**src/hdl/nbc_pkg.sv**
```systemverilog
package nbc_pkg;
   // ==========================================================
   // command codes
   // read, id, reset, program, erase, status, read-out, cache and parameter codes
   localparam logic [7:0] CMD_READ = 8'h00;
   localparam logic [7:0] CMD_READ_GO = 8'h30;
   localparam logic [7:0] CMD_READ_CB = 8'h35;
   localparam logic [7:0] CMD_READ_ID = 8'h90;
   localparam logic [7:0] CMD_RESET = 8'hff;
   localparam logic [7:0] CMD_PROG = 8'h80;
   localparam logic [7:0] CMD_PROG_GO = 8'h10;
   localparam logic [7:0] CMD_CACHE_GO = 8'h15;
   localparam logic [7:0] CMD_PLANE_GO = 8'h11;
   localparam logic [7:0] CMD_PROG_P2 = 8'h81;
   localparam logic [7:0] CMD_COPY = 8'h85;
   localparam logic [7:0] CMD_ERASE = 8'h60;
   localparam logic [7:0] CMD_ERASE_GO = 8'hd0;
   localparam logic [7:0] CMD_ERASE_P1 = 8'hd1;
   localparam logic [7:0] CMD_STATUS = 8'h70;
   localparam logic [7:0] CMD_STATUS_EN = 8'h78;
   localparam logic [7:0] CMD_STATUS_X2 = 8'hf2;
   localparam logic [7:0] CMD_STATUS_X3 = 8'hf3;
   localparam logic [7:0] CMD_RDOUT = 8'h05;
   localparam logic [7:0] CMD_RDOUT_GO = 8'he0;
   localparam logic [7:0] CMD_RCACHE = 8'h31;
   localparam logic [7:0] CMD_RCACHE_END = 8'h3f;
   localparam logic [7:0] CMD_PARAM = 8'hec;
   // ==========================================================
   // address field layout
   localparam int COL8_W = 12;
   localparam int COL16_W = 11;
   localparam int PAGE_W = 6;
   localparam int BLK_W = 12;
   localparam int ADDR_CYCLES = 5;
   // ==========================================================
   // strobe timing
   localparam int CLK_HZ = 20_000_000;
   localparam int T_STROBE_NS = 50;
   localparam int STROBE_CYC = (T_STROBE_NS * (CLK_HZ / 1_000_000)
      + 999) / 1000;
   // ==========================================================
   // cycle kinds
   typedef enum logic [1:0]
   {
      NBC_CYC_CMD = 2'b00,
      NBC_CYC_ADDR = 2'b01,
      NBC_CYC_WR = 2'b11,
      NBC_CYC_RD = 2'b10
   } nbc_cyc_type;

   function automatic logic nbc_busy_ok(input logic [7:0] c);
      return c == CMD_RESET || c == CMD_STATUS || c == CMD_STATUS_EN
         || c == CMD_STATUS_X2 || c == CMD_STATUS_X3;
   endfunction : nbc_busy_ok

   function automatic logic nbc_modify(input logic [7:0] c);
      return c == CMD_PROG || c == CMD_PROG_P2 || c == CMD_COPY
         || c == CMD_ERASE || c == CMD_PROG_GO || c == CMD_CACHE_GO
         || c == CMD_PLANE_GO || c == CMD_ERASE_GO
         || c == CMD_ERASE_P1;
   endfunction : nbc_modify
endpackage : nbc_pkg

```
**src/hdl/nbc_cyc_if.sv**
```systemverilog
`timescale 1ns/1ps
interface nbc_cyc_if;
   import nbc_pkg::*;
   logic req;
   nbc_cyc_type kind;
   logic [15:0] wdata;
   logic ack;
   logic [15:0] rdata;
   modport master (output req, output kind, output wdata,
      input ack, input rdata);
   modport slave (input req, input kind, input wdata,
      output ack, output rdata);
endinterface : nbc_cyc_if

```
**src/hdl/nbc_addr_pack.sv**
```systemverilog
`timescale 1ns/1ps
module nbc_addr_pack
   import nbc_pkg::*;
(
   input wire logic x16,
   input wire logic [COL8_W-1:0] col,
   input wire logic [PAGE_W-1:0] page,
   input wire logic plane,
   input wire logic [BLK_W-1:0] blk,
   input wire logic die,
   output logic [39:0] bytes
);
   logic [30:0] a8;
   logic [29:0] a16;
   logic [7:0] b1;
   logic [7:0] b2;
   logic [7:0] b3;
   logic [7:0] b4;
   logic [7:0] b5;
   assign a8 = {die, blk[11:1], blk[0] | plane, page, col};
   assign a16 = {die, blk[11:1], blk[0] | plane, page, col[10:0]};
   assign b1 = x16 ? a16[7:0] : a8[7:0];
   assign b2 = x16 ? {5'h0, a16[10:8]} : {4'h0, a8[11:8]};
   assign b3 = x16 ? a16[18:11] : a8[19:12];
   assign b4 = x16 ? a16[26:19] : a8[27:20];
   assign b5 = x16 ? {5'h0, a16[29:27]} : {5'h0, a8[30:28]};
   assign bytes = {b5, b4, b3, b2, b1};
endmodule : nbc_addr_pack

```
**src/hdl/nbc_bus_phy.sv**
```systemverilog
`timescale 1ns/1ps
module nbc_bus_phy
   import nbc_pkg::*;
#(
   parameter int HOLD = STROBE_CYC
)
(
   input wire logic ref_clk,
   input wire logic nrst,
   nbc_cyc_if.slave cyc,
   output logic cle,
   output logic ale,
   output logic ce_n,
   output logic we_n,
   output logic read_strobe_n,
   output logic [15:0] io_out,
   output logic io_oe,
   input wire logic [15:0] io_in
);
   logic [7:0] cnt;
   logic [1:0] ph;
   logic busy;
   logic tick;
   // ==========================================================
   // strobe sequencing
   assign tick = cnt == 8'(HOLD - 1);
   assign cyc.ack = busy && ph == 2'd2 && tick;
   always_ff @(posedge ref_clk or negedge nrst)
   begin
      if (!nrst)
      begin
         busy <= 1'b0;
         ph <= 2'd0;
         cnt <= 8'h00;
      end
      else if (!busy)
      begin
         busy <= cyc.req;
         ph <= 2'd0;
         cnt <= 8'h00;
      end
      else if (tick)
      begin
         cnt <= 8'h00;
         ph <= 2'(ph + 2'd1);
         if (ph == 2'd2)
            busy <= 1'b0;
      end
      else
         cnt <= 8'(cnt + 8'd1);
   end
   always_ff @(posedge ref_clk or negedge nrst)
   begin
      if (!nrst)
      begin
         cle <= 1'b0;
         ale <= 1'b0;
         ce_n <= 1'b1;
         we_n <= 1'b1;
         read_strobe_n <= 1'b1;
         io_out <= 16'h0000;
         io_oe <= 1'b0;
      end
      else
      begin
         ce_n <= !busy;
         cle <= busy && cyc.kind == NBC_CYC_CMD;
         ale <= busy && cyc.kind == NBC_CYC_ADDR;
         io_oe <= busy && cyc.kind != NBC_CYC_RD;
         // upper lines zero for cmd and addr
         io_out <= cyc.kind == NBC_CYC_WR ? cyc.wdata
            : {8'h00, cyc.wdata[7:0]};
         we_n <= !(busy && ph == 2'd1 && cyc.kind != NBC_CYC_RD);
         read_strobe_n <= !(busy && ph == 2'd1
            && cyc.kind == NBC_CYC_RD);
      end
   end
   assign cyc.rdata = io_in;
endmodule : nbc_bus_phy

```
**src/hdl/nbc_host.sv**
```systemverilog
// Behaviour
// - x8 host sends five address bytes, LSB first, upper bits zero.
// - x16 five address bytes, second byte three bits, fifth three.
// - read, copy-back read, id, reset and erase codes.
// - program opens 80h, closes 10h, cache 15h, copy-back 85h.
// - two-plane program 80h, data, 11h, 81h or 80h, 10h.
// - two-plane cache program ends 15h or 10h.
// - two-plane copy-back 85h, 11h, 81h or 85h, 10h.
// - two-plane erase legacy 60h 60h D0h or ONFI 60h D1h 60h D0h.
// - read cache, cache end, random in/out and parameter codes.
// - while busy the only commands issued are reset and status reads.
// - command latched on write strobe rise with CLE high.
// - write protect held high for program and erase.
// - command bytes always on the low eight lines.
// - address bytes on low eight lines with ALE high.
// - data words latched one per write strobe rise.
// - data read out by toggling read strobe, CE low.
`timescale 1ns/1ps
module nbc_host
   import nbc_pkg::*;
#(
   parameter int STROBE = STROBE_CYC
)
(
   input wire logic ref_clk,
   input wire logic nrst,
   input wire logic x16,
   input wire logic onfi,
   input wire logic op_valid,
   output logic op_ready,
   input wire logic [3:0] op_kind,
   input wire logic [7:0] op_cmd,
   input wire logic [COL8_W-1:0] op_col,
   input wire logic [PAGE_W-1:0] op_page,
   input wire logic [BLK_W-1:0] op_blk,
   input wire logic op_plane,
   input wire logic op_die,
   input wire logic [15:0] op_wdata,
   output logic [15:0] op_rdata,
   output logic op_done,
   output logic op_refused,
   output logic cle,
   output logic ale,
   output logic ce_n,
   output logic we_n,
   output logic read_strobe_n,
   output logic wp_n,
   output logic [15:0] io_out,
   output logic io_oe,
   input wire logic [15:0] io_in,
   input wire logic ready_busy_n
);
   import nbc_pkg::*;
   // op kinds: 0 cmd, 1 addr5, 2 write word, 3 read word, 4 addr col
   typedef enum logic [1:0]
   {
      NBC_IDLE = 2'b00,
      NBC_RUN = 2'b01,
      NBC_WAIT = 2'b11
   } nbc_st_type;
   nbc_st_type st;
   nbc_st_type next_st;
   nbc_cyc_if cyc ();
   logic [39:0] abytes;
   logic [39:0] ashift;
   logic [2:0] left;
   logic [3:0] kind;
   logic [7:0] cmd;
   logic [15:0] wdata;
   logic [2:0] rb_sync;
   logic rb_ready;
   logic refuse;
   logic accept;
   logic last;
   // ==========================================================
   // ready busy synchroniser
   always_ff @(posedge ref_clk or negedge nrst)
   begin
      if (!nrst)
      begin
         rb_sync <= 3'b111;
         rb_ready <= 1'b1;
      end
      else
      begin
         rb_sync <= {rb_sync[1:0], ready_busy_n};
         if (rb_sync[2] == rb_sync[1])
            rb_ready <= rb_sync[1];
      end
   end
   // ==========================================================
   // address packing
   nbc_addr_pack u_pack (
      .x16(x16),
      .col(op_col),
      .page(op_page),
      .plane(op_plane),
      .blk(op_blk),
      .die(op_die),
      .bytes(abytes)
   );
   // ==========================================================
   // request decode
   // only status and reset while busy
   assign refuse = op_kind == 4'd0 && !rb_ready && !nbc_busy_ok(op_cmd);
   assign op_ready = st == NBC_IDLE;
   assign accept = op_valid && op_ready && !refuse;
   assign last = left == 3'd1;
   // write protect held through the latch edge
   assign wp_n = (st != NBC_IDLE || !ce_n) && kind == 4'd0
      ? nbc_modify(cmd) : 1'b1;
   always_comb
   begin
      next_st = st;
      unique case (st)
         NBC_IDLE:
            if (accept)
               next_st = NBC_RUN;
         NBC_RUN:
            next_st = NBC_WAIT;
         NBC_WAIT:
            if (cyc.ack)
               next_st = last ? NBC_IDLE : NBC_RUN;
      endcase
   end
   always_ff @(posedge ref_clk or negedge nrst)
   begin
      if (!nrst)
         st <= NBC_IDLE;
      else
         st <= next_st;
   end
   // ==========================================================
   // operation registers
   always_ff @(posedge ref_clk or negedge nrst)
   begin
      if (!nrst)
      begin
         kind <= 4'h0;
         cmd <= 8'h00;
         wdata <= 16'h0000;
         ashift <= 40'h00_0000_0000;
         left <= 3'd0;
      end
      else if (accept)
      begin
         kind <= op_kind;
         cmd <= op_cmd;
         wdata <= op_wdata;
         ashift <= abytes;
         // five cycles, or two for column only
         left <= op_kind == 4'd1 ? 3'(ADDR_CYCLES)
            : op_kind == 4'd4 ? 3'd2 : 3'd1;
      end
      else if (st == NBC_WAIT && cyc.ack)
      begin
         ashift <= {8'h00, ashift[39:8]};
         left <= 3'(left - 3'd1);
      end
   end
   // ==========================================================
   // cycle request
   assign cyc.req = st == NBC_RUN;
   assign cyc.kind = kind == 4'd0 ? NBC_CYC_CMD
      : kind == 4'd2 ? NBC_CYC_WR
      : kind == 4'd3 ? NBC_CYC_RD : NBC_CYC_ADDR;
   // command and address on low byte
   assign cyc.wdata = kind == 4'd0 ? {8'h00, cmd}
      : kind == 4'd2 ? (x16 ? wdata : {8'h00, wdata[7:0]})
      : {8'h00, ashift[7:0]};
   always_ff @(posedge ref_clk or negedge nrst)
   begin
      if (!nrst)
      begin
         op_done <= 1'b0;
         op_refused <= 1'b0;
         op_rdata <= 16'h0000;
      end
      else
      begin
         op_done <= st == NBC_WAIT && cyc.ack && last;
         op_refused <= op_valid && op_ready && refuse;
         if (st == NBC_WAIT && cyc.ack && kind == 4'd3)
            op_rdata <= x16 ? cyc.rdata : {8'h00, cyc.rdata[7:0]};
      end
   end
   // ==========================================================
   // pin driver
   nbc_bus_phy #(
      .HOLD(STROBE)
   ) u_phy (
      .ref_clk(ref_clk),
      .nrst(nrst),
      .cyc(cyc.slave),
      .cle(cle),
      .ale(ale),
      .ce_n(ce_n),
      .we_n(we_n),
      .read_strobe_n(read_strobe_n),
      .io_out(io_out),
      .io_oe(io_oe),
      .io_in(io_in)
   );
endmodule : nbc_host

```
**config.mk**
```make
export PLATFORM = sky130hd
export DESIGN_NAME = nbc_host
export DESIGN_NICKNAME = d
export VERILOG_FILES = /design/src/hdl/nbc_pkg.sv /design/src/hdl/nbc_cyc_if.sv /design/src/hdl/nbc_addr_pack.sv /design/src/hdl/nbc_bus_phy.sv /design/src/hdl/nbc_host.sv
export SDC_FILE = /design/constraint.sdc
export NUM_CORES = 1
export LEC_CHECK = 0
export BUFFER_PORTS_ARGS = -buffer_cell sky130_fd_sc_hd__clkbuf_2
export CORE_ASPECT_RATIO = 1.1
export CORE_MARGIN = 10
export CORE_UTILIZATION = 24
export DETAILED_ROUTE_END_ITERATION = 7
export GPL_ROUTABILITY_DRIVEN = 0
export PLACE_DENSITY = 0.42
export SLEW_MARGIN = 0
export SYNTH_ARGS = -nofsm -noshare
export SYNTH_HDL_FRONTEND = slang
export SYNTH_SLANG_ARGS = --single-unit
```
**constraint.sdc**
```tcl
create_clock -name ref_clk -period 2.97 [get_ports ref_clk]
set_clock_uncertainty 0.15 [all_clocks]
set_input_delay 0.1485 -clock ref_clk [delete_from_list [all_inputs] [get_ports ref_clk]]
set_output_delay 0.1485 -clock ref_clk [all_outputs]
set_load 0.01 [all_outputs]
```
==> run_results.csv <==
group,metric,value,unit
grt,antenna_found_initial,0,
drt,antenna_left,0,
drt,routed_via_density,4.28,
drt,route.detailed.drc,0,
logic_synthesis,post_synth.cell_area_avg,11.2,µm²
min_path,worstHoldPathType,"input port to flip-flop",
placement,hpwl,10300,µm
pwr,p_sw_frac,0.261,
clocking,clock_path_buffers,2,
setup_path,arrival,2950,ps
clocking,post_cts.repair.setup_buffers,0,
setup_path,criticalPathCategory,"flip-flop to flip-flop",
pwr,leakage,3.50,nW
pwr,seqPwrFrac,0.424,
clocking,cts_tree,"done",
setup_path,required,3170,ps
sta,setup_viol,0,
finish,area_delta_synth_final,46.0,%
grt,grt_use_total,0.110,
drt,wl_per_cell,15.1,µm
logic_synthesis,synth_mux_area_frac,0.0930,
logic_synthesis,synth_seq_cells,123,
clocking,cts_num_sinks,123,
logic_synthesis,synth_cell_types,42,
grt,grt_remaining_overflow,0,
sta,finalCriticalPeriod,2750,ps
sta,hold_viol,0,
die,start_util,0.244,
finish,multi_input_area,1940,µm²
drt,drt_first_pass_iters,4,
sta,setup_tns,0,ps
logic_synthesis,synth_xor_area_frac,0.0168,
clocking,cts_root_buffer,"clkbuf_16",
flow_run,max-cap-violations,0,
sta,max-slew-margin-rel,0.459,
sta,rsz0062_at_grt,"no",
drt,drt-total-wl,14800,µm
placement,io_buffers,122,
die,die_area,28100,µm²
logic_synthesis,synthAdderAreaFrac,0.0163,
die,die_w,161,µm
finish,drive_gt1_frac,0.290,
finish,seq_area,3090,µm²
die,row_count,56,
pwr,p_int,0.00402,W
sta,final-max-slew-violation-count,0,
finish,finish.utilization,0.357,
pwr,p_switching,0.00142,W
sta,worst_slew_pin_slew,811,ps
setup_path,critPathCaptureType,"flip-flop",
grt,grt_pass1_wl,24700,µm
pwr,peakVddDrop,0.376,mV
logic_synthesis,syn-instance-count,465,
die,die_y,175,µm
sta,fin_crit_sh,0.926,
clocking,clk_latency,410,ps
sta,fmax,0.364,GHz
logic_synthesis,synth-simple-area-share,0.165,
grt,grt_max_degree,67,
logic_synthesis,synthesis.area,5220,µm²
pwr,powerDensity,714,nW/µm²
outcome,status,"finished, final reports clean",
logic_synthesis,synth_top_family_by_area,"simple AND/OR/NAND/NOR gates",
clocking,cts-buffers-inserted,17,
finish,antenna_cells,0,
die,core,21400,µm²
drt,vias,4192,
logic_synthesis,yosys_warnings,0,
setup_path,crit_fanout,16,
pwr,clkPwrFrac,0.399,
setup_path,start_kind,"flip-flop",
pwr,pwr-share-comb,0.176,
logic_synthesis,synth_compound_area_frac,0.0812,
drt,drt-initial-drc-count,257,
die,ios,124,
clocking,htree_num_levels,4,
logic_synthesis,seq_area_frac_synth,0.591,
grt,grt_pass1_vias,4704,
logic_synthesis,syn_nets,553,
finish,fillers,2144,
finish,final_nets,765,
clocking,path_clk_slew,50,ps
[cell type report]
cell class | instances | share of cell area
clock inverters | 8 | 0.0184
inverters | 16 | 0.00788
multi-input cells | 303 | 0.255
repair buffers | 216 | 0.203
flip-flops and latches | 123 | 0.405
well taps | 290 | 0.0476
clock buffers | 24 | 0.0632
[path summary, 6_finish.rpt]
path	from	to	slack, ps	depth (start not counted)
setup / recovery	u_phy.cnt[0]	op_rdata[9]	220	8
hold / removal	op_col[11]	ashift[11]	80	3
setup reg to reg	u_phy.cnt[0]	op_rdata[9]	220	8
hold reg to reg	rb_sync[0]	rb_sync[1]	210	0
max in group asynchronous	nrst	rb_sync[2]	1610	3
min in group asynchronous	nrst	u_phy.io_out[2]	140	2
[stage by stage]
step	setup WS [ps]	total power [W]	std cells	instance area (µm²)	hold slack, ps
finish	220	0.00544	980	7620	82.3
global route	16.8	0.00578	980	7620	126
CTS	188	0.00553	980	7620	85.8
detailed placement	707	0.00324	861	6130	68.5
global placement	735	0.00322	861	6130	55.3
floorplan	984	0.00283	465	5220	-297
[critical path, cell delays in order, from the launching register on]
cell	delay [ps]
dfrtp_1	410
inv_1	70
ha_1	150
nor4b_4	240
nand3_2	410
nor2_4	470
nand3_1	130
dlygate4sd3_1	580
nand2_1	70
[state kept, by name, summed over array words and instances, names as in the netlist, 2 cells and up]
register and count:
ashift 35, op_rdata 16, u_phy.io_out 16, wdata 16, cmd 8, u_phy.cnt 8, kind 4, left 3
rb_sync 3, st 2, u_phy.ph 2
[cell usage in the layout, fill, tap and decap left out, types with 5 or more instances in the layout]
cell,n
mux2i_1,17
o21ai_0,19
and3_1,6
dfstp_2,7
a21oi_1,24
clkbuf_16,17
dfrtp_1,116
ha_1,6
nand2_1,60
clkbuf_2,121
dlygate4sd3_1,87
xor2_1,5
o31ai_1,8
and2_1,16
xnor2_1,5
mux2_2,27
buf_4,7
nand3_1,40
nor2_1,31
a221o_1,7
inv_1,16
[synth_stat cells (all sizes together)]
library cell | count | area, µm²
or2 | 1 | 6.26
nor2b | 2 | 12.5
mux2i | 17 | 170
ha | 6 | 75.1
clkbuf | 8 | 30.0
nor4b | 1 | 23.8
buf | 15 | 104
and2 | 17 | 109
a211oi | 2 | 15.0
a21o | 2 | 15.0
o21ai | 19 | 95.1
a221o | 7 | 70.1
dfstp | 7 | 184
a31oi | 1 | 12.5
nor2 | 32 | 128
dfrtp | 116 | 2900
inv | 16 | 60.1
mux2 | 28 | 315
nand2 | 60 | 225
a21oi | 24 | 120
nand2b | 3 | 18.8
o21a | 2 | 15.0
o31ai | 8 | 60.1
and4 | 1 | 8.76
nor3 | 5 | 35.0
o211ai | 1 | 21.3
nor3b | 4 | 30.0
nand4b | 1 | 8.76
and3 | 6 | 37.5
xor2 | 5 | 43.8
maj3 | 1 | 10.0
xnor2 | 5 | 43.8
nand3 | 41 | 210
nor4 | 1 | 6.26
[repair_timing]
item                                   in CTS  in global routing
hold buffers                               87                  0
resized for setup                           0                  0
endpoints found under the hold margin     123                  0
[power by group through the flow]
stage                     sequential [W]  clock (W)  combinational (W)
after global placement           0.00233          0           0.000882
after floorplan                  0.00230          0           0.000522
after detailed placement         0.00234          0           0.000898
after CTS                        0.00232    0.00223           0.000987
final                            0.00231    0.00217           0.000960
after global routing             0.00236    0.00232            0.00110
[cell families (layout without fill, tap and decap cells)]
kind of cell	Yosys count	in the layout
simple gates	175	175
flops	123	123
compound gates	66	66
mux	45	45
buf+inv	39	264
xor+xnor	10	10
fa+ha+maj	7	7
[metal layers]
metal	share of wire	vias up	GRT usage
li1	-	2017	-
met4	0.018	0	0.0394
met3	0.052	17	0.0341
met2	0.50	108	0.182
met1	0.43	2050	0.131
met5	0	-	0
(Power assumes the default switching activity.)
